$ cat config.mk
export PLATFORM = sky130hd
export DESIGN_NAME = fpm_dram_ctrl
export DESIGN_NICKNAME = d
export VERILOG_FILES = /design/src/fpm_pkg.sv /design/src/fpm_dram_ctrl.sv /design/src/fpm_pre_cnt.sv
export SDC_FILE = /design/constraint.sdc
export NUM_CORES = 1
export LEC_CHECK = 0
export ABC_AREA = 1
export BUFFER_PORTS_ARGS = -buffer_cell sky130_fd_sc_hd__buf_4
export CORE_ASPECT_RATIO = 1.2
export CORE_MARGIN = 4
export CORE_UTILIZATION = 46
export DETAILED_ROUTE_END_ITERATION = 12
export PLACE_DENSITY = 0.76
export SYNTH_ARGS = -nofsm -noshare
export SYNTH_HDL_FRONTEND = slang
export SYNTH_SLANG_ARGS = --single-unit
$ cat constraint.sdc
create_clock -name clk -period 7.9 [get_ports clk]
set_input_delay 2.37 -clock clk [delete_from_list [all_inputs] [get_ports clk]]
set_output_delay 2.37 -clock clk [all_outputs]
set_load 0.02 [all_outputs]
$ cat src/fpm_pkg.sv
/*
  Shared constants and carriers for the fast page mode DRAM sequencer.
  Assumes a single 50 MHz system clock and one core transfer in flight.
*/
package fpm_pkg;
  localparam int CLK_PERIOD_NS = 20;
  localparam int ADDR_W = 19;
  localparam int ROW_W = 23;
  localparam int CNT_W = 4;
  // Register byte offsets
  localparam logic [3:0] REG_CTRL_OFS = 4'h0;
  localparam logic [3:0] REG_TIMING_OFS = 4'h4;
  localparam logic [3:0] REG_STATUS_OFS = 4'h8;
  // Field positions
  localparam int CTRL_LOCK_POS = 0;
  localparam int CTRL_PSIZE_POS = 1;
  localparam int TIM_RAS_POS = 0;
  localparam int TIM_CAS_POS = 4;
  localparam int TIM_WAIT_POS = 8;
  // Reset values and timing counts in clocks
  localparam logic [CNT_W-1:0] RAS_PRE_CLK_DEF = 4'h1;
  localparam logic [CNT_W-1:0] CAS_GAP_CLK_DEF = 4'h2;
  localparam logic [CNT_W-1:0] CAS_GAP_CLK_MIN = 4'h2;
  localparam logic [CNT_W-1:0] WAIT_CLK_DEF = 4'h0;
  localparam logic [1:0] PSIZE_DEF = 2'h0;
  localparam logic [1:0] SIZE_LONG = 2'h0;
  localparam logic [1:0] SIZE_BYTE = 2'h1;
  localparam logic [1:0] SIZE_WORD = 2'h2;

  typedef enum logic [5:0] {
    ST_IDLE = 6'h01,
    ST_PRE = 6'h02,
    ST_ROW = 6'h04,
    ST_HIT = 6'h08,
    ST_COL = 6'h10,
    ST_ACK = 6'h20
  } fpm_state_e;

  typedef struct packed {
    logic req;
    logic write;
    logic bank;
    logic seq;
    logic ext;
    logic [1:0] size;
    logic [3:0] lanes;
    logic [31:0] addr;
    logic [31:0] wdata;
  } fpm_req_s;

  typedef struct packed {
    logic [CNT_W-1:0] wait_clk;
    logic [CNT_W-1:0] cas_gap;
    logic [CNT_W-1:0] ras_pre;
    logic [1:0] page_size_code;
    logic bus_lock_bit;
  } fpm_cfg_s;
endpackage : fpm_pkg

$ cat src/fpm_dram_ctrl.sv
/*
  Fast page mode DRAM sequencer for two banks with bus arbitration and an
  Avalon-MM register slave. Assumes core requests are held until acknowledged
  and the DRAM data bus is resolved outside from dram_data_oe.
*/
// Chosen here: the register offsets and the Avalon-MM slave port.
module fpm_dram_ctrl
  import fpm_pkg::*;
(
  // Clock and reset
  input wire logic clk,
  input wire logic sys_rst,
  // Register bus
  input wire logic [3:0] avs_address,
  input wire logic avs_read,
  input wire logic avs_write,
  input wire logic [31:0] avs_writedata,
  output logic [31:0] avs_readdata,
  output logic avs_waitrequest,
  // Core transfer request
  input wire fpm_req_s core_req,
  output logic transfer_ack,
  output logic [31:0] core_rdata,
  // Arbitration and system
  input wire logic bus_grant_n,
  input wire logic nondram_busy,
  input wire logic refresh_pend,
  output logic bus_driven_n,
  // DRAM pins
  output logic [ADDR_W-1:0] dram_addr,
  output logic [1:0] ras_n,
  output logic [3:0] cas_n,
  output logic dram_write_n,
  output logic [1:0] transfer_size,
  output logic transfer_start_n,
  output logic [31:0] dram_data_out,
  output logic dram_data_oe,
  input wire logic [31:0] dram_data_in
);
  fpm_state_e st_q, state_d;
  fpm_cfg_s cfg_q;
  logic wait_q;
  logic [1:0] open_q, ras_on_q, ras_neg_q, close_mask, ras_zero;
  logic [3:0] cas_on_q, cas_neg_q;
  logic [ROW_W-1:0] row_q [2];
  logic [CNT_W-1:0] wcnt_q;
  logic lock_held_q, lost, own, hit, go, cas_zero, ack_exit, b;
  logic [ROW_W-1:0] pmask;

  // Register slave: one wait cycle, then answer
  always_ff @(posedge clk or posedge sys_rst) begin
    if (sys_rst) begin
      wait_q <= 1'b1;
    end else if ((avs_read || avs_write) && wait_q) begin
      wait_q <= 1'b0;
    end else begin
      wait_q <= 1'b1;
    end
  end
  assign avs_waitrequest = wait_q;

  always_ff @(posedge clk or posedge sys_rst) begin
    if (sys_rst) begin
      avs_readdata <= 32'h0000_0000;
    end else if (avs_read && wait_q) begin
      case (avs_address)
        REG_CTRL_OFS: avs_readdata <= 32'(cfg_q[2:0]);
        REG_TIMING_OFS: avs_readdata <= 32'(cfg_q[3*CNT_W+2:3]);
        REG_STATUS_OFS: avs_readdata <= 32'({st_q != ST_IDLE, lock_held_q,
                                              bus_driven_n, open_q});
        default: avs_readdata <= 32'h0000_0000;
      endcase
    end
  end

  always_ff @(posedge clk or posedge sys_rst) begin
    if (sys_rst) begin
      cfg_q <= '{WAIT_CLK_DEF, CAS_GAP_CLK_DEF, RAS_PRE_CLK_DEF, PSIZE_DEF, 1'b0};
    end else if (avs_write && !wait_q) begin
      if (avs_address == REG_CTRL_OFS) begin
        cfg_q.bus_lock_bit <= avs_writedata[CTRL_LOCK_POS];
        cfg_q.page_size_code <= avs_writedata[CTRL_PSIZE_POS +: 2];
      end else if (avs_address == REG_TIMING_OFS) begin
        cfg_q.ras_pre <= avs_writedata[TIM_RAS_POS +: CNT_W];
        cfg_q.cas_gap <= avs_writedata[TIM_CAS_POS +: CNT_W];
        cfg_q.wait_clk <= avs_writedata[TIM_WAIT_POS +: CNT_W];
      end
    end
  end

  // Arbitration
  always_ff @(posedge clk or posedge sys_rst) begin
    if (sys_rst) begin
      lock_held_q <= 1'b0;
    end else if (!cfg_q.bus_lock_bit) begin
      lock_held_q <= 1'b0;
    end else if (!bus_grant_n) begin
      lock_held_q <= 1'b1;
    end
  end
  assign lost = bus_grant_n && !lock_held_q;
  assign own = !bus_driven_n && !lost;
  assign ack_exit = (st_q == ST_ACK);

  always_ff @(posedge clk or posedge sys_rst) begin
    if (sys_rst) begin
      bus_driven_n <= 1'b1;
    end else if (bus_driven_n) begin
      bus_driven_n <= bus_grant_n;
    end else if (lost && st_q == ST_IDLE && !nondram_busy) begin
      bus_driven_n <= 1'b1;
    end else if (lost && (ack_exit || st_q == ST_PRE)) begin
      bus_driven_n <= 1'b1;
    end
  end

  // Page hit compare per page-size code
  assign b = core_req.bank;
  assign pmask = {ROW_W{1'b1}} << ((cfg_q.page_size_code == 2'h3) ? 2'h2
                                   : cfg_q.page_size_code);
  assign hit = open_q[b] && (((core_req.addr[31:9] ^ row_q[b]) & pmask) == '0);
  assign go = core_req.req && own && !refresh_pend && cas_zero;

  // Sequencer
  always_comb begin
    state_d = st_q;
    close_mask = 2'b00;
    case (st_q)
      ST_IDLE: begin
        if (refresh_pend || (lost && !bus_driven_n)) begin
          close_mask = 2'b11;
        end else if (go && hit) begin
          // Same path whatever opened the page
          state_d = core_req.seq ? ST_COL : ST_HIT;
        end else if (go && open_q[b]) begin
          close_mask[b] = 1'b1;
          state_d = ST_PRE;
        end else if (go && ras_zero[b]) begin
          close_mask[!b] = 1'b1;
          state_d = ST_ROW;
        end
      end
      ST_PRE: begin
        if (lost) begin
          state_d = ST_IDLE;
        end else if (ras_zero[b]) begin
          state_d = ST_ROW;
        end
      end
      ST_ROW: state_d = ST_COL;
      ST_HIT: state_d = core_req.write ? ST_COL : ST_ACK;
      ST_COL: state_d = (wcnt_q == '0) ? ST_ACK : ST_COL;
      ST_ACK: begin
        state_d = ST_IDLE;
        if (lost || core_req.ext) begin
          close_mask = 2'b11;
        end
      end
      default: state_d = ST_IDLE;
    endcase
  end

  always_ff @(posedge clk or posedge sys_rst) begin
    if (sys_rst) begin
      st_q <= ST_IDLE;
    end else begin
      st_q <= state_d;
    end
  end

  always_ff @(posedge clk or posedge sys_rst) begin
    if (sys_rst) begin
      wcnt_q <= '0;
    end else if (state_d == ST_COL && st_q != ST_COL) begin
      wcnt_q <= cfg_q.wait_clk;
    end else if (wcnt_q != '0) begin
      wcnt_q <= wcnt_q - 1'b1;
    end
  end

  // Per-bank open page and row strobe
  for (genvar i = 0; i < 2; i++) begin : g_bank
    always_ff @(posedge clk or posedge sys_rst) begin
      if (sys_rst) begin
        open_q[i] <= 1'b0;
        ras_on_q[i] <= 1'b0;
        row_q[i] <= '0;
      end else if (close_mask[i]) begin
        open_q[i] <= 1'b0;
        ras_on_q[i] <= 1'b0;
      end else if (state_d == ST_ROW && b == 1'(i)) begin
        open_q[i] <= 1'b1;
        ras_on_q[i] <= 1'b1;
        row_q[i] <= core_req.addr[31:9];
      end
    end
    fpm_pre_cnt #(.W(CNT_W)) u_ras_cnt (
      .clk(clk),
      .sys_rst(sys_rst),
      .load(close_mask[i] && open_q[i]),
      .val((cfg_q.ras_pre == '0) ? '0 : cfg_q.ras_pre - 1'b1),
      .zero(ras_zero[i])
    );
  end

  fpm_pre_cnt #(.W(CNT_W)) u_cas_cnt (
    .clk(clk),
    .sys_rst(sys_rst),
    .load(ack_exit),
    .val(((cfg_q.cas_gap < CAS_GAP_CLK_MIN) ? CAS_GAP_CLK_MIN : cfg_q.cas_gap) - 1'b1),
    .zero(cas_zero)
  );

  // Pin drive on the rising edge
  always_ff @(posedge clk or posedge sys_rst) begin
    if (sys_rst) begin
      transfer_start_n <= 1'b1;
      dram_addr <= '0;
      dram_write_n <= 1'b1;
      transfer_size <= SIZE_LONG;
      cas_on_q <= 4'h0;
      transfer_ack <= 1'b0;
    end else begin
      transfer_start_n <= !(state_d == ST_ROW || state_d == ST_HIT);
      dram_addr <= (state_d == ST_ROW) ? core_req.addr[27:9]
                   : ADDR_W'(core_req.addr[10:0]);
      if (state_d == ST_ROW || state_d == ST_HIT) begin
        dram_write_n <= !core_req.write;
        transfer_size <= core_req.size;
      end
      if ((state_d == ST_HIT && !core_req.write) || state_d == ST_COL
          || state_d == ST_ACK) begin
        cas_on_q <= core_req.lanes;
      end else begin
        cas_on_q <= 4'h0;
      end
      transfer_ack <= (state_d == ST_ACK);
    end
  end

  // Write data from the cycle after start; reads leave the bus to the DRAM
  always_ff @(posedge clk or posedge sys_rst) begin
    if (sys_rst) begin
      dram_data_oe <= 1'b0;
      dram_data_out <= 32'h0000_0000;
    end else begin
      dram_data_oe <= core_req.write && (state_d == ST_COL || state_d == ST_ACK);
      dram_data_out <= core_req.wdata;
    end
  end

  always_ff @(posedge clk or posedge sys_rst) begin
    if (sys_rst) begin
      core_rdata <= 32'h0000_0000;
    end else if (ack_exit && !core_req.write) begin
      core_rdata <= dram_data_in;
    end
  end

  // Strobes assert in the low phase, release on the rising edge
  always_ff @(negedge clk or posedge sys_rst) begin
    if (sys_rst) begin
      ras_neg_q <= 2'b00;
      cas_neg_q <= 4'h0;
    end else begin
      ras_neg_q <= ras_on_q;
      cas_neg_q <= cas_on_q;
    end
  end
  assign ras_n = ~(ras_on_q & ras_neg_q);
  assign cas_n = ~(cas_on_q & cas_neg_q);
endmodule : fpm_dram_ctrl

$ cat src/fpm_pre_cnt.sv
/*
  Precharge down counter: loads a clock count, reports when it has run out.
  Assumes the load value already accounts for the loading edge.
*/
module fpm_pre_cnt
  import fpm_pkg::*;
#(
  parameter int W = CNT_W
) (
  // Clock and reset
  input wire logic clk,
  input wire logic sys_rst,
  // Control
  input wire logic load,
  input wire logic [W-1:0] val,
  // Status
  output logic zero
);
  logic [W-1:0] cnt_q;

  always_ff @(posedge clk or posedge sys_rst) begin
    if (sys_rst) begin
      cnt_q <= '0;
    end else if (load) begin
      cnt_q <= val;
    end else if (cnt_q != '0) begin
      cnt_q <= cnt_q - 1'b1;
    end
  end

  assign zero = (cnt_q == '0);
endmodule : fpm_pre_cnt

After elaboration in Yosys (flattened, before gate mapping):

Cells that the tools add are included.

* reductions and logical operators: 64
* mux-type cells: 51
* shifts and indexed selects: 1
* bitwise logic cells: 11
* magnitude comparators: 6
* equal/unequal tests: 16
* $add $sub $neg: 6

Operators with widths (number)
* $mux 23: 3
* $mux 6: 8
* $mux 4: 11
* $pmux 12 s3: 1
* $pmux 6 s5: 1
* $logic_and 1x1->1: 26
* $logic_not 4->1: 6
* $sub 4x1->4 const B: 6
* $and 23x23->23: 1
* $logic_not 23->1: 1
* $shl 23x2->23 const A: 1
* $xor 23x23->23: 1
* $mux 19: 1
* $mux 1: 16
* $reduce_bool 4->1: 4
* $eq 6x3->1 const B: 2
* $eq 6x4->1 const B: 2
* $eq 6x5->1 const B: 2
* $eq 6x6->1 const B: 2
* $mux 2: 6
* $reduce_bool 2->1: 6
* $logic_not 1->1: 9
* $logic_or 1x1->1: 8
* $eq 6x1->1 const B: 1
* other kinds (22): 30

* input bits: 150
* output and inout port bits: 129
* register bits: 219
* logic and storage cells: 184

Longest topological paths before layout:

Gate-level depths: netlist of the first run.

* word-level depth: 18
* gate-level depth with buffers: 19
* gate-level depth less buffers: 19

By module:

A second synthesis of the first run with hierarchy kept.

* cells, all modules: 972
* area total of the unflattened synthesis: 8772.2 um^2

By module, submodules not included
* fpm_dram_ctrl: area each 7995.2 um^2, instances 1, sequential area each 4688.2 um^2, cells each 858
* fpm_pre_cnt: area each 259.0 um^2, instances 3, sequential area each 100.1 um^2, cells each 38

==> results of run 1 <==
## critical path, stage by stage, from the launching register on
cell	delay (ns)
dfrtn_1	0.38
nand2_1	0.05
buf_4	0.18
## synthesized netlist by cell type (7+ instances only)
library cell,number,share of area [%]
inv_1,98,4.2
nand2_1,280,12
o21ai_1,15,0.86
buf_4,21,1.8
buf_2,9,0.52
clkbuf_1,9,0.39
mux2_2,35,4.5
nand2_2,15,1.1
dfstp_2,7,2.1
dfrtp_1,186,53
nor2_1,63,2.7
nand3_1,49,2.8
xor2_1,8,0.80
o21ai_0,72,4.1
a21oi_1,17,0.98
## final cells by class
type	instances	area share, %
clock buffer	18	3.90
tap	252	2.80
sequential	199	44.3
timing repair buffer	243	16.2
multi-input combinational	623	27.7
inverter	105	3.54
clock inverter	14	1.50
## placed cells by master, fill, tap and decap left out, types with 7 or more instances in the layout
| cell type | netlist | layout |
|---|---|---|
| dfstp_2 | 7 | 7 |
| xor2_1 | 8 | 8 |
| o21ai_0 | 72 | 72 |
| o21ai_1 | 15 | 15 |
| nand2_2 | 15 | 15 |
| dfrtp_1 | 186 | 186 |
| mux2_2 | 35 | 35 |
| nor2_1 | 63 | 63 |
| buf_4 | 21 | 243 |
| inv_1 | 98 | 97 |
| a21oi_1 | 17 | 17 |
| clkbuf_16 | 0 | 17 |
| nand2_1 | 280 | 280 |
| conb_1 | 1 | 20 |
| nand3_1 | 49 | 49 |
## stage by stage
| stage | total power [mW] | hold WS, ns | instances | instance area (µm²) | TNS (ns) |
|---|---|---|---|---|---|
| after floorplan | 1.92 | 0.453 | 970 | 8790 | -5.18 |
| after CTS | 3.06 | 0.486 | 1454 | 11300 | 0 |
| final | 3.03 | 0.480 | 1454 | 11300 | 0 |
| after global routing | 3.25 | 0.504 | 1454 | 11300 | 0 |
| after detailed placement | 2.17 | 0.469 | 1422 | 10600 | 0 |
| after global placement | 2.14 | 0.458 | 1422 | 10600 | 0 |
## worst paths after layout
path	end	slack, ns	cells past startpoint
min in group asynchronous	dram_data_out[9]	1.97	2
max	ras_n[1]	0.56	2
max reg2reg	ras_neg_q[0]	3.16	0
min	dram_write_n	0.48	2
min reg2reg	dram_write_n	0.48	2
max in group asynchronous	cas_neg_q[0]	1.71	2
## registers in the layout, summed over array words and instances (netlist names), 4 cells and up
signal                  count
wcnt_q                      4
g_bank.u_ras_cnt.cnt_q      8
cas_neg_q                   4
row_q                      46
cas_on_q                    4
st_q                        6
dram_data_out              32
cfg_q                      15
core_rdata                 32
avs_readdata               12
u_cas_cnt.cnt_q             4
dram_addr                  19
## power by group through the flow
stage	logic (mW)	registers (mW)	clock network, mW
6_report	0.800	1.35	0.879
5_1_grt	0.935	1.37	0.941
4_1_cts	0.813	1.35	0.896
3_5_place_dp	0.808	1.37	0
3_3_place_gp	0.779	1.36	0
2_1_floorplan	0.542	1.38	0
## layer usage
layer | vias up | share of wire (%)
li1 | 3447 | -
met3 | 23 | 6.2
met1 | 3219 | 41
met2 | 205 | 51
met5 | - | 0
met4 | 0 | 1.7
## logic make-up (layout without fill, tap and decap cells)
logic type / Yosys count / count (layout) / synth area share, %
simple gates: 436 / 436 / 21.4
flops: 199 / 199 / 57.2
buf+inv: 148 / 380 / 7.85
compound gates: 115 / 115 / 7.00
mux: 39 / 39 / 5.01
xor+xnor: 9 / 9 / 0.904
fa+ha+maj: 4 / 4 / 0.574
other cells: 1 / 20 / 0.0430
==> metrics.log, run 1 <==
[metrics] proportion of power drawn by flip-flops and latches: 44.5%
[metrics] maximum number of pins on one net before global-route repair: 77
[metrics] HPWL Detailed: 15800 µm
[metrics] yosys synthesis warning count: 0
[metrics] pre-CTS setup slack: ~0.99 ns
[metrics] wire length of the first global-routing pass: about 35000 µm
[metrics] library cell used as clock root buffer: clkbuf_16
[metrics] clock buffer depth: 2
[metrics] routed vias: 6894
[metrics] min-delay src: dram_write_n
[metrics] io pins: 279
[metrics] hold bufs inserted after CTS: 0
[metrics] antenna cells: 0
[metrics] Clk network pwr share: 29.0%
[metrics] crit path max fanout: 1
[metrics] proportion of register bits with asynchronous set or reset after synthesis: 100%
[metrics] Hold/Removal Path Class: flip-flop to flip-flop
[metrics] required time of the critical path: 5.53 ns
[metrics] die outline width: 134 µm
[metrics] number of filler cells placed in the layout: 1596
[metrics] max-slew violations: 0
[metrics] H-Tree Depth: 4
[metrics] net switching power of the design: 1.04 mW
[metrics] met2 demand-to-capacity share in global routing: 35.3%
[metrics] Initial Utilization: 47.4%
[metrics] startpoint of the most critical setup path: ras_neg_q[1]
[metrics] count of flip-flops with a built-in enable after synthesis: 0
[metrics] DRC viols: 0
[metrics] Die Area: 21200 µm²
[metrics] via count normalized by instance count: between 4 and 5
[metrics] Detailed Route WL: 20900 µm
[metrics] layout net count: 1343
[metrics] via count of the first global-routing pass: roughly 7000
[metrics] number of buffers inserted to repair setup after CTS: 0
[metrics] wire length per cell: between 10 and 15 µm
[metrics] signed area change from the synthesized netlist to the final layout: 29.0%
[metrics] clock latency of the later-clocked register in the worst-skew pair: around 0.43 ns
[metrics] post-route ant nets: 0
[metrics] number of antenna violations at the first check in global routing: 0
[metrics] number of distinct library cell variants in the gate-level netlist after synthesis: 46
[metrics] setup ws final: approximately 0.56 ns
[metrics] maximum capacitance violations: 0
[metrics] most utilized layer in the global route result: met2
[metrics] First-pass DRT Iterations: 5
[metrics] clock sinks: 199
[metrics] Initial DRC Count: roughly 350
[metrics] number of storage elements in the synthesis netlist: approximately 200
[metrics] ratio of cells with drive above 1 in the final layout: 29.5%
[metrics] clock tree from TritonCTS: built
[metrics] Reg2Reg Launch Point: ras_on_q[0]
[metrics] part of the Yosys area used for sequential elements: 57.2%
[metrics] slew at the pin closest to its max-slew limit: ~1.3 ns
[metrics] M3 GR Usage: 4.68%
[metrics] average cell area after synthesis: just over 9 µm²
[metrics] area used by sequential logic in the layout: 4990 µm²
[metrics] multi-input combinational cell area: 3120 µm²
[metrics] final count of hold timing violations: 0
[metrics] clock buffer count from CTS: 17
[metrics] Netlist Area Pre-Place: 8720 µm²
[metrics] CP endpoint kind: primary output
[metrics] total of cells resized after clock tree synthesis: 0
[metrics] number of setup violations in the final report: 0
[metrics] relative contribution of combinational cells to total power: between 20% and 30%
[metrics] prevailing post-synth register cell: dfrtp_1
[metrics] Int Power: about 2.0 mW
[metrics] row count: 54
[metrics] placeable core area: 18400 µm²
[metrics] RSZ-0062 raised after global routing: no
[metrics] switching part of the total: 34.3%
[metrics] PortBufs: 238
[metrics] arrival time at the worst endpoint: 4.97 ns
[metrics] Static Leak: 6.12 nW
[metrics] Global Route met1 Usage: between 20% and 30%
[metrics] clock input transition at the sequential cells of the worst setup and hold paths: 0.07 ns
[metrics] die extent in y: roughly 160 µm
[metrics] clock skew: 0.0264 ns
[metrics] result of the run: finished clean
[metrics] number of cells produced by synthesis: 951
[metrics] utilization of the core after routing: about 60%
[metrics] final weighted congestion in routability-driven placement: 0.866
[metrics] power per standard cell area: between 200 and 300 nW/µm²
[metrics] kind of launch point of the worst setup path: flip-flop
[metrics] worst-case headroom to the max-slew limit: 15.5%
[metrics] type of the worst setup path: flip-flop to primary output
[metrics] peak ir drop on the vdd network: 136 µV
[metrics] sum of overflow across all layers after global routing: 0
[metrics] overall fraction of global-route tracks in use: around a fifth
Power figures use the tool's default switching activity.
==> run 2, diff against run 1 <==
==> constraint.sdc (replaced) <==
create_clock -name clk -period 7.9 [get_ports clk]
set_input_delay 2.37 -clock clk [delete_from_list [all_inputs] [get_ports clk]]
set_output_delay 2.37 -clock clk [all_outputs]
set_load 0.05 [all_outputs]
==> run 2 against run 1 <==
Against the previous run:
- largest cell class unchanged
- sequential cell count did not move
- clock power is 0.9% lower
- largest power group unchanged
- critical path type unchanged
- routed wire length is 2.3% higher
- sequential share of layout area about the same
- combinational power rose by 14%
- register-to-register slack barely moved
==> metrics.log, run 2 (synthesized netlist as in run 1, its figures left out) <==
[metrics] clock tree from TritonCTS: built
[metrics] overall fraction of global-route tracks in use: 20.4%
[metrics] maximum number of pins on one net before global-route repair: 78
[metrics] total of cells resized after clock tree synthesis: 0
[metrics] Detailed Route WL: 21400 µm
[metrics] worst setup slack for register-to-register paths: roughly 3.2 ns
[metrics] wire length of the first global-routing pass: 35200 µm
[metrics] number of buffers inserted to repair setup after CTS: 0
[metrics] critical path's largest stage delay: 0.39 ns
[metrics] commonest non-fill, non-tap cell in the layout: nand2_1
[metrics] total stage count of the critical path: 2
[metrics] most frequent cells in the layout: 280 x nand2_1, 242 x buf_4, 186 x dfrtp_1
[metrics] via count normalized by instance count: about 4.8
[metrics] row count: 54
[metrics] clock buffer depth: 2
[metrics] PortBufs: 238
[metrics] startpoint of the most critical setup path: ras_neg_q[1]
[metrics] type of the worst setup path: flip-flop to primary output
[metrics] arrival time at the worst endpoint: 5.00 ns
[metrics] number of antenna violations at the first check in global routing: 0
[metrics] count of buffer and inverter cells on the critical path: 1
[metrics] layout net count: 1342
[metrics] final count of hold timing violations: 0
[metrics] die extent in y: 159 µm
[metrics] maximum capacitance violations: 0
[metrics] antenna cells: 0
[metrics] signed area change from the synthesized netlist to the final layout: 28.9%
[metrics] clock skew: roughly 0.027 ns
[metrics] power per standard cell area: 279 nW/µm²
[metrics] kind of launch point of the worst setup path: flip-flop
[metrics] sum of overflow across all layers after global routing: 0
[metrics] post-route ant nets: 0
[metrics] CP endpoint kind: primary output
[metrics] io pins: 279
[metrics] worst-case headroom to the max-slew limit: between 10% and 20%
[metrics] clock sinks: 199
[metrics] CP top delay family: flip-flops
[metrics] slew at the pin closest to its max-slew limit: 1.27 ns
[metrics] DRC viols: 0
[metrics] capture point of the critical path: ras_n[1]
[metrics] total power consumption of the routed design: 3.13 mW
[metrics] RSZ-0062 raised after global routing: no
[metrics] library cell used as clock root buffer: clkbuf_16
[metrics] area used by sequential logic in the layout: 4990 µm²
[metrics] worst hold slack across all endpoints: 0.483 ns
[metrics] Initial DRC Count: 427
[metrics] Static Leak: 6.12 nW
[metrics] Crit-path slowest cell: dfrtn_1
[metrics] Crit Reg-Reg Endpoint: ras_neg_q[0]
[metrics] number of setup violations in the final report: 0
[metrics] die outline width: 134 µm
[metrics] hold bufs inserted after CTS: 0
[metrics] min-delay src: row_q[34]
[metrics] required time of the critical path: 5.53 ns
[metrics] register with the most flip-flops: row_q
[metrics] utilization of the core after routing: 61.2%
[metrics] clock latency of the later-clocked register in the worst-skew pair: roughly 0.43 ns
[metrics] number of flip-flops under the largest register name: between 40 and 50
[metrics] max-slew violations: 0
[metrics] ratio of cells with drive above 1 in the final layout: between 20 and 30%
[metrics] peak ir drop on the vdd network: 163 µV
[metrics] registers with the highest flip-flop counts: row_q: 46 flops, core_rdata: 32 flops, dram_data_out: 32 flops
[metrics] clock buffer count from CTS: 17
[metrics] multi-input combinational cell area: approximately 3100 µm²
[metrics] number of filler cells placed in the layout: approximately 1600
[metrics] clock input transition at the sequential cells of the worst setup and hold paths: 0.07 ns
[metrics] routed vias: 7030
[metrics] result of the run: finished clean
[metrics] Die Area: between 20000 and 25000 µm²
[metrics] cells along the critical path: nand2_1, buf_4
[metrics] Reg2Reg Launch Point: ras_on_q[0]
[metrics] HPWL Detailed: 15900 µm
[metrics] H-Tree Depth: 4
[metrics] wire length per cell: 14.7 µm
[metrics] final weighted congestion in routability-driven placement: 0.892
[metrics] Initial Utilization: 47.4%
[metrics] Hold/Removal Path Class: flip-flop to flip-flop
[metrics] crit path max fanout: 1
[metrics] placed standard-cell area: approximately 11000 µm²
[metrics] cell count of the worst reg-to-reg path: 0
[metrics] First-pass DRT Iterations: 5
[metrics] via count of the first global-routing pass: around 7100
[metrics] placeable core area: 18400 µm²
[metrics] final cell area excluding filler cells: 11200 µm²
==> run 2: changes by cell type in the layout (fill, tap and decap cells not counted), sizes merged <==
cell      delta
buf          -1
clkinvlp     -1
inv          +1
==> run 2: cell type report <==
cell class / instances / share of cell area [%]
sequential: 199 / 44.4
multi-input combinational: 623 / 27.7
timing repair buffer: 242 / 16.2
clock buffer: 18 / 3.91
inverter: 105 / 3.54
tap: 252 / 2.81
clock inverter: 14 / 1.47
==> run 2: worst min path at each step <==
stage                             to  depth (start not counted)  slack (ns)
floorplan                  row_q[11]                          2        0.45
global placement    transfer_size[1]                          2        0.46
detailed placement  avs_readdata[10]                          2        0.47
CTS                     dram_write_n                          2        0.49
global route            dram_write_n                          2        0.51
finish                     row_q[34]                          2        0.48
==> run 2: report_power, final <==
group,switching (mW),internal [mW]
Sequential,0.123,1.23
Combinational,0.586,0.323
Clock,0.433,0.438
==> run 2: per-layer routing <==
metal / vias to the layer above / share of wire (%) / track usage (%)
met5: - / 0 / 0
met2: 216 / 52 / 37.2
met4: 0 / 1.5 / 4.91
met3: 19 / 6.4 / 5.13
met1: 3348 / 40 / 24.1
li1: 3447 / - / -
==> run 2: per-stage QoR <==
step | TNS [ns] | setup slack (ns) | std cells
finish | 0 | 0.525 | 1453
global route | 0 | 0.480 | 1453
CTS | 0 | 0.508 | 1453
detailed placement | 0 | 0.945 | 1421
global placement | 0 | 0.962 | 1421
floorplan | -5.18 | -0.863 | 970
==> run 3, diff against run 2 <==
--- a/config.mk
+++ b/config.mk
@@ -9,9 +9,9 @@
 export BUFFER_PORTS_ARGS = -buffer_cell sky130_fd_sc_hd__buf_4
 export CORE_ASPECT_RATIO = 1.2
 export CORE_MARGIN = 4
-export CORE_UTILIZATION = 46
+export CORE_UTILIZATION = 55
 export DETAILED_ROUTE_END_ITERATION = 12
-export PLACE_DENSITY = 0.76
+export PLACE_DENSITY = 0.85
 export SYNTH_ARGS = -nofsm -noshare
 export SYNTH_HDL_FRONTEND = slang
 export SYNTH_SLANG_ARGS = --single-unit
==> constraint.sdc (replaced) <==
create_clock -name clk -period 9.4 [get_ports clk]
set_input_delay 2.82 -clock clk [delete_from_list [all_inputs] [get_ports clk]]
set_output_delay 2.82 -clock clk [all_outputs]
set_load 0.05 [all_outputs]
==> run 3 against run 2 <==
Against the previous run:
- register-to-register slack improved by 0.76 ns
- via count rose by 0.70%
- combinational power fell by 17%
- highest routed layer unchanged
- clock skew fell by 0.0018 ns
- sequential share of layout area rose by 0.30 points
- sequential cell count did not move
==> metrics.log, run 3 (synthesized netlist as in run 1, its figures left out) <==
[metrics] total power consumption of the routed design: around 2.6 mW
[metrics] number of flip-flops under the largest register name: 46
[metrics] worst-case headroom to the max-slew limit: 14.1%
[metrics] post-route ant nets: 0
[metrics] Cells after DPL: 1377
[metrics] RSZ-0062 raised after global routing: no
[metrics] capture point of the critical path: ras_n[0]
[metrics] Reg2Reg Launch Point: ras_on_q[1]
[metrics] number of filler cells placed in the layout: 1167
[metrics] row count: 50
[metrics] peak ir drop on the vdd network: about 170 µV
[metrics] library cell used as clock root buffer: clkbuf_16
[metrics] Initial Utilization: 56.0%
[metrics] clock buffer depth: 2
[metrics] Setup TNS: 0 ns
[metrics] cell count of the worst reg-to-reg path: 0
[metrics] clock input transition at the sequential cells of the worst setup and hold paths: 0.07 ns
[metrics] placeable core area: roughly 16000 µm²
[metrics] slew at the pin closest to its max-slew limit: 1.28 ns
[metrics] layout net count: 1342
[metrics] antenna cells: 0
[metrics] startpoint of the most critical setup path: ras_neg_q[0]
[metrics] registers with the highest flip-flop counts: row_q: 46 flops, core_rdata: 32 flops, dram_data_out: 32 flops
[metrics] type of the worst setup path: flip-flop to primary output
[metrics] CP endpoint kind: primary output
[metrics] Die Area: 17900 µm²
[metrics] DRC viols: 0
[metrics] arrival time at the worst endpoint: 5.75 ns
[metrics] Static Leak: 6.10 nW
[metrics] Detailed Route WL: 21000 µm
[metrics] maximum number of pins on one net before global-route repair: 83
[metrics] First-pass DRT Iterations: 5
[metrics] PortBufs: ~240
[metrics] H-Tree Depth: 4
[metrics] sum of overflow across all layers after global routing: 0
[metrics] number of buffers inserted to repair setup after CTS: 0
[metrics] result of the run: finished clean
[metrics] wire length per cell: 14.9 µm
[metrics] worst setup slack for register-to-register paths: approximately 3.9 ns
[metrics] routed vias: ~7100
[metrics] Crit-path slowest cell: dfrtn_1
[metrics] total of cells resized after clock tree synthesis: 0
[metrics] final weighted congestion in routability-driven placement: 0.860
[metrics] wire length of the first global-routing pass: 33700 µm
[metrics] clock latency of the later-clocked register in the worst-skew pair: 0.42 ns
[metrics] number of setup violations in the final report: 0
[metrics] hold bufs inserted after CTS: 0
[metrics] Initial DRC Count: just under 500
[metrics] power per standard cell area: 234 nW/µm²
[metrics] die outline width: 123 µm
[metrics] required time of the critical path: 6.58 ns
[metrics] via count normalized by instance count: about 5.0
[metrics] ratio of cells with drive above 1 in the final layout: ~30%
[metrics] clock skew: 0.0253 ns
[metrics] commonest non-fill, non-tap cell in the layout: nand2_1
[metrics] io pins: 279
[metrics] cells along the critical path: nand2_1, buf_4
[metrics] final count of hold timing violations: 0
[metrics] crit path max fanout: 1
[metrics] most frequent cells in the layout: 280 x nand2_1, 242 x buf_4, 186 x dfrtp_1
[metrics] clock sinks: 199
[metrics] clock buffer count from CTS: 17
[metrics] critical path's largest stage delay: 0.39 ns
[metrics] filler-free cell count of the finished design: between 1000 and 1500
[metrics] HPWL Detailed: around 16000 µm
[metrics] die extent in y: about 150 µm
[metrics] Crit Reg-Reg Endpoint: ras_neg_q[1]
[metrics] overall fraction of global-route tracks in use: 23.8%
[metrics] Hold/Removal Path Class: flip-flop to flip-flop
[metrics] signed area change from the synthesized netlist to the final layout: 28.0%
[metrics] kind of launch point of the worst setup path: flip-flop
[metrics] via count of the first global-routing pass: just over 7000
[metrics] maximum capacitance violations: 0
[metrics] max-slew violations: 0
[metrics] clock tree from TritonCTS: built
[metrics] number of antenna violations at the first check in global routing: 0
[metrics] register with the most flip-flops: row_q
==> run 3: cell count changes in the layout (fill, tap and decap cells not counted), sizes merged <==
cell,previous run,this run
clkinv,5,4
inv,113,111
clkinvlp,1,3
bufinv,0,1
==> run 3: metrics by stage <==
stage,hold slack [ns],cell area [µm²],setup slack (ns),utilization [%]
after floorplan,0.453,8790,-0.563,-
after global placement,0.461,10600,1.26,67.9
after detailed placement,0.466,10600,1.25,67.9
after CTS,0.486,11200,0.821,71.7
after global routing,0.505,11200,0.795,71.7
final,0.487,11200,0.827,71.7
==> run 3: metal layers <==
metal / wire length [µm] / part of all wire, % / vias to the layer above / global-route usage [%]
li1: - / - / 3439 / -
met1: 7930 / 38 / 3348 / 27.4
met2: 10800 / 52 / 249 / 42.0
met3: 1680 / 8.0 / 43 / 6.38
met4: 593 / 2.8 / 0 / 8.57
met5: 0 / 0 / - / 0
==> run 3: worst min-delay path by stage <==
stage,depth (start not counted),start,to
floorplan,2,row_q[11],row_q[11]
global placement,2,transfer_size[0],transfer_size[0]
detailed placement,2,avs_readdata[3],avs_readdata[3]
CTS,2,avs_readdata[3],avs_readdata[3]
global route,2,row_q[41],row_q[41]
finish,2,avs_readdata[3],avs_readdata[3]
==> run 3: area by class of cell <==
cell class / instances / area, µm² / share of cell area (%)
flip-flops and latches: 199 / 4990 / 44.7
multi-input cells: 623 / 3120 / 27.9
repair buffers: 242 / 1820 / 16.3
clock buffers: 18 / 429 / 3.84
inverters: 105 / 398 / 3.56
well taps: 208 / 260 / 2.33
clock inverters: 14 / 154 / 1.38
==> run 3: where the power goes <==
part	internal, mW	switching [mW]	leakage [nW]	total (mW)
logic	0.271	0.488	3.28	0.759
clock network	0.379	0.343	0.281	0.722
registers	1.03	0.101	2.54	1.13
==> run 3: worst max-delay path, delay by kind of cell, from the launching register on <==
kind	cells	cell delay, ns
AND/OR/NAND/NOR	1	0.05
buffers and inverters	1	0.21
flip-flops	1	0.39
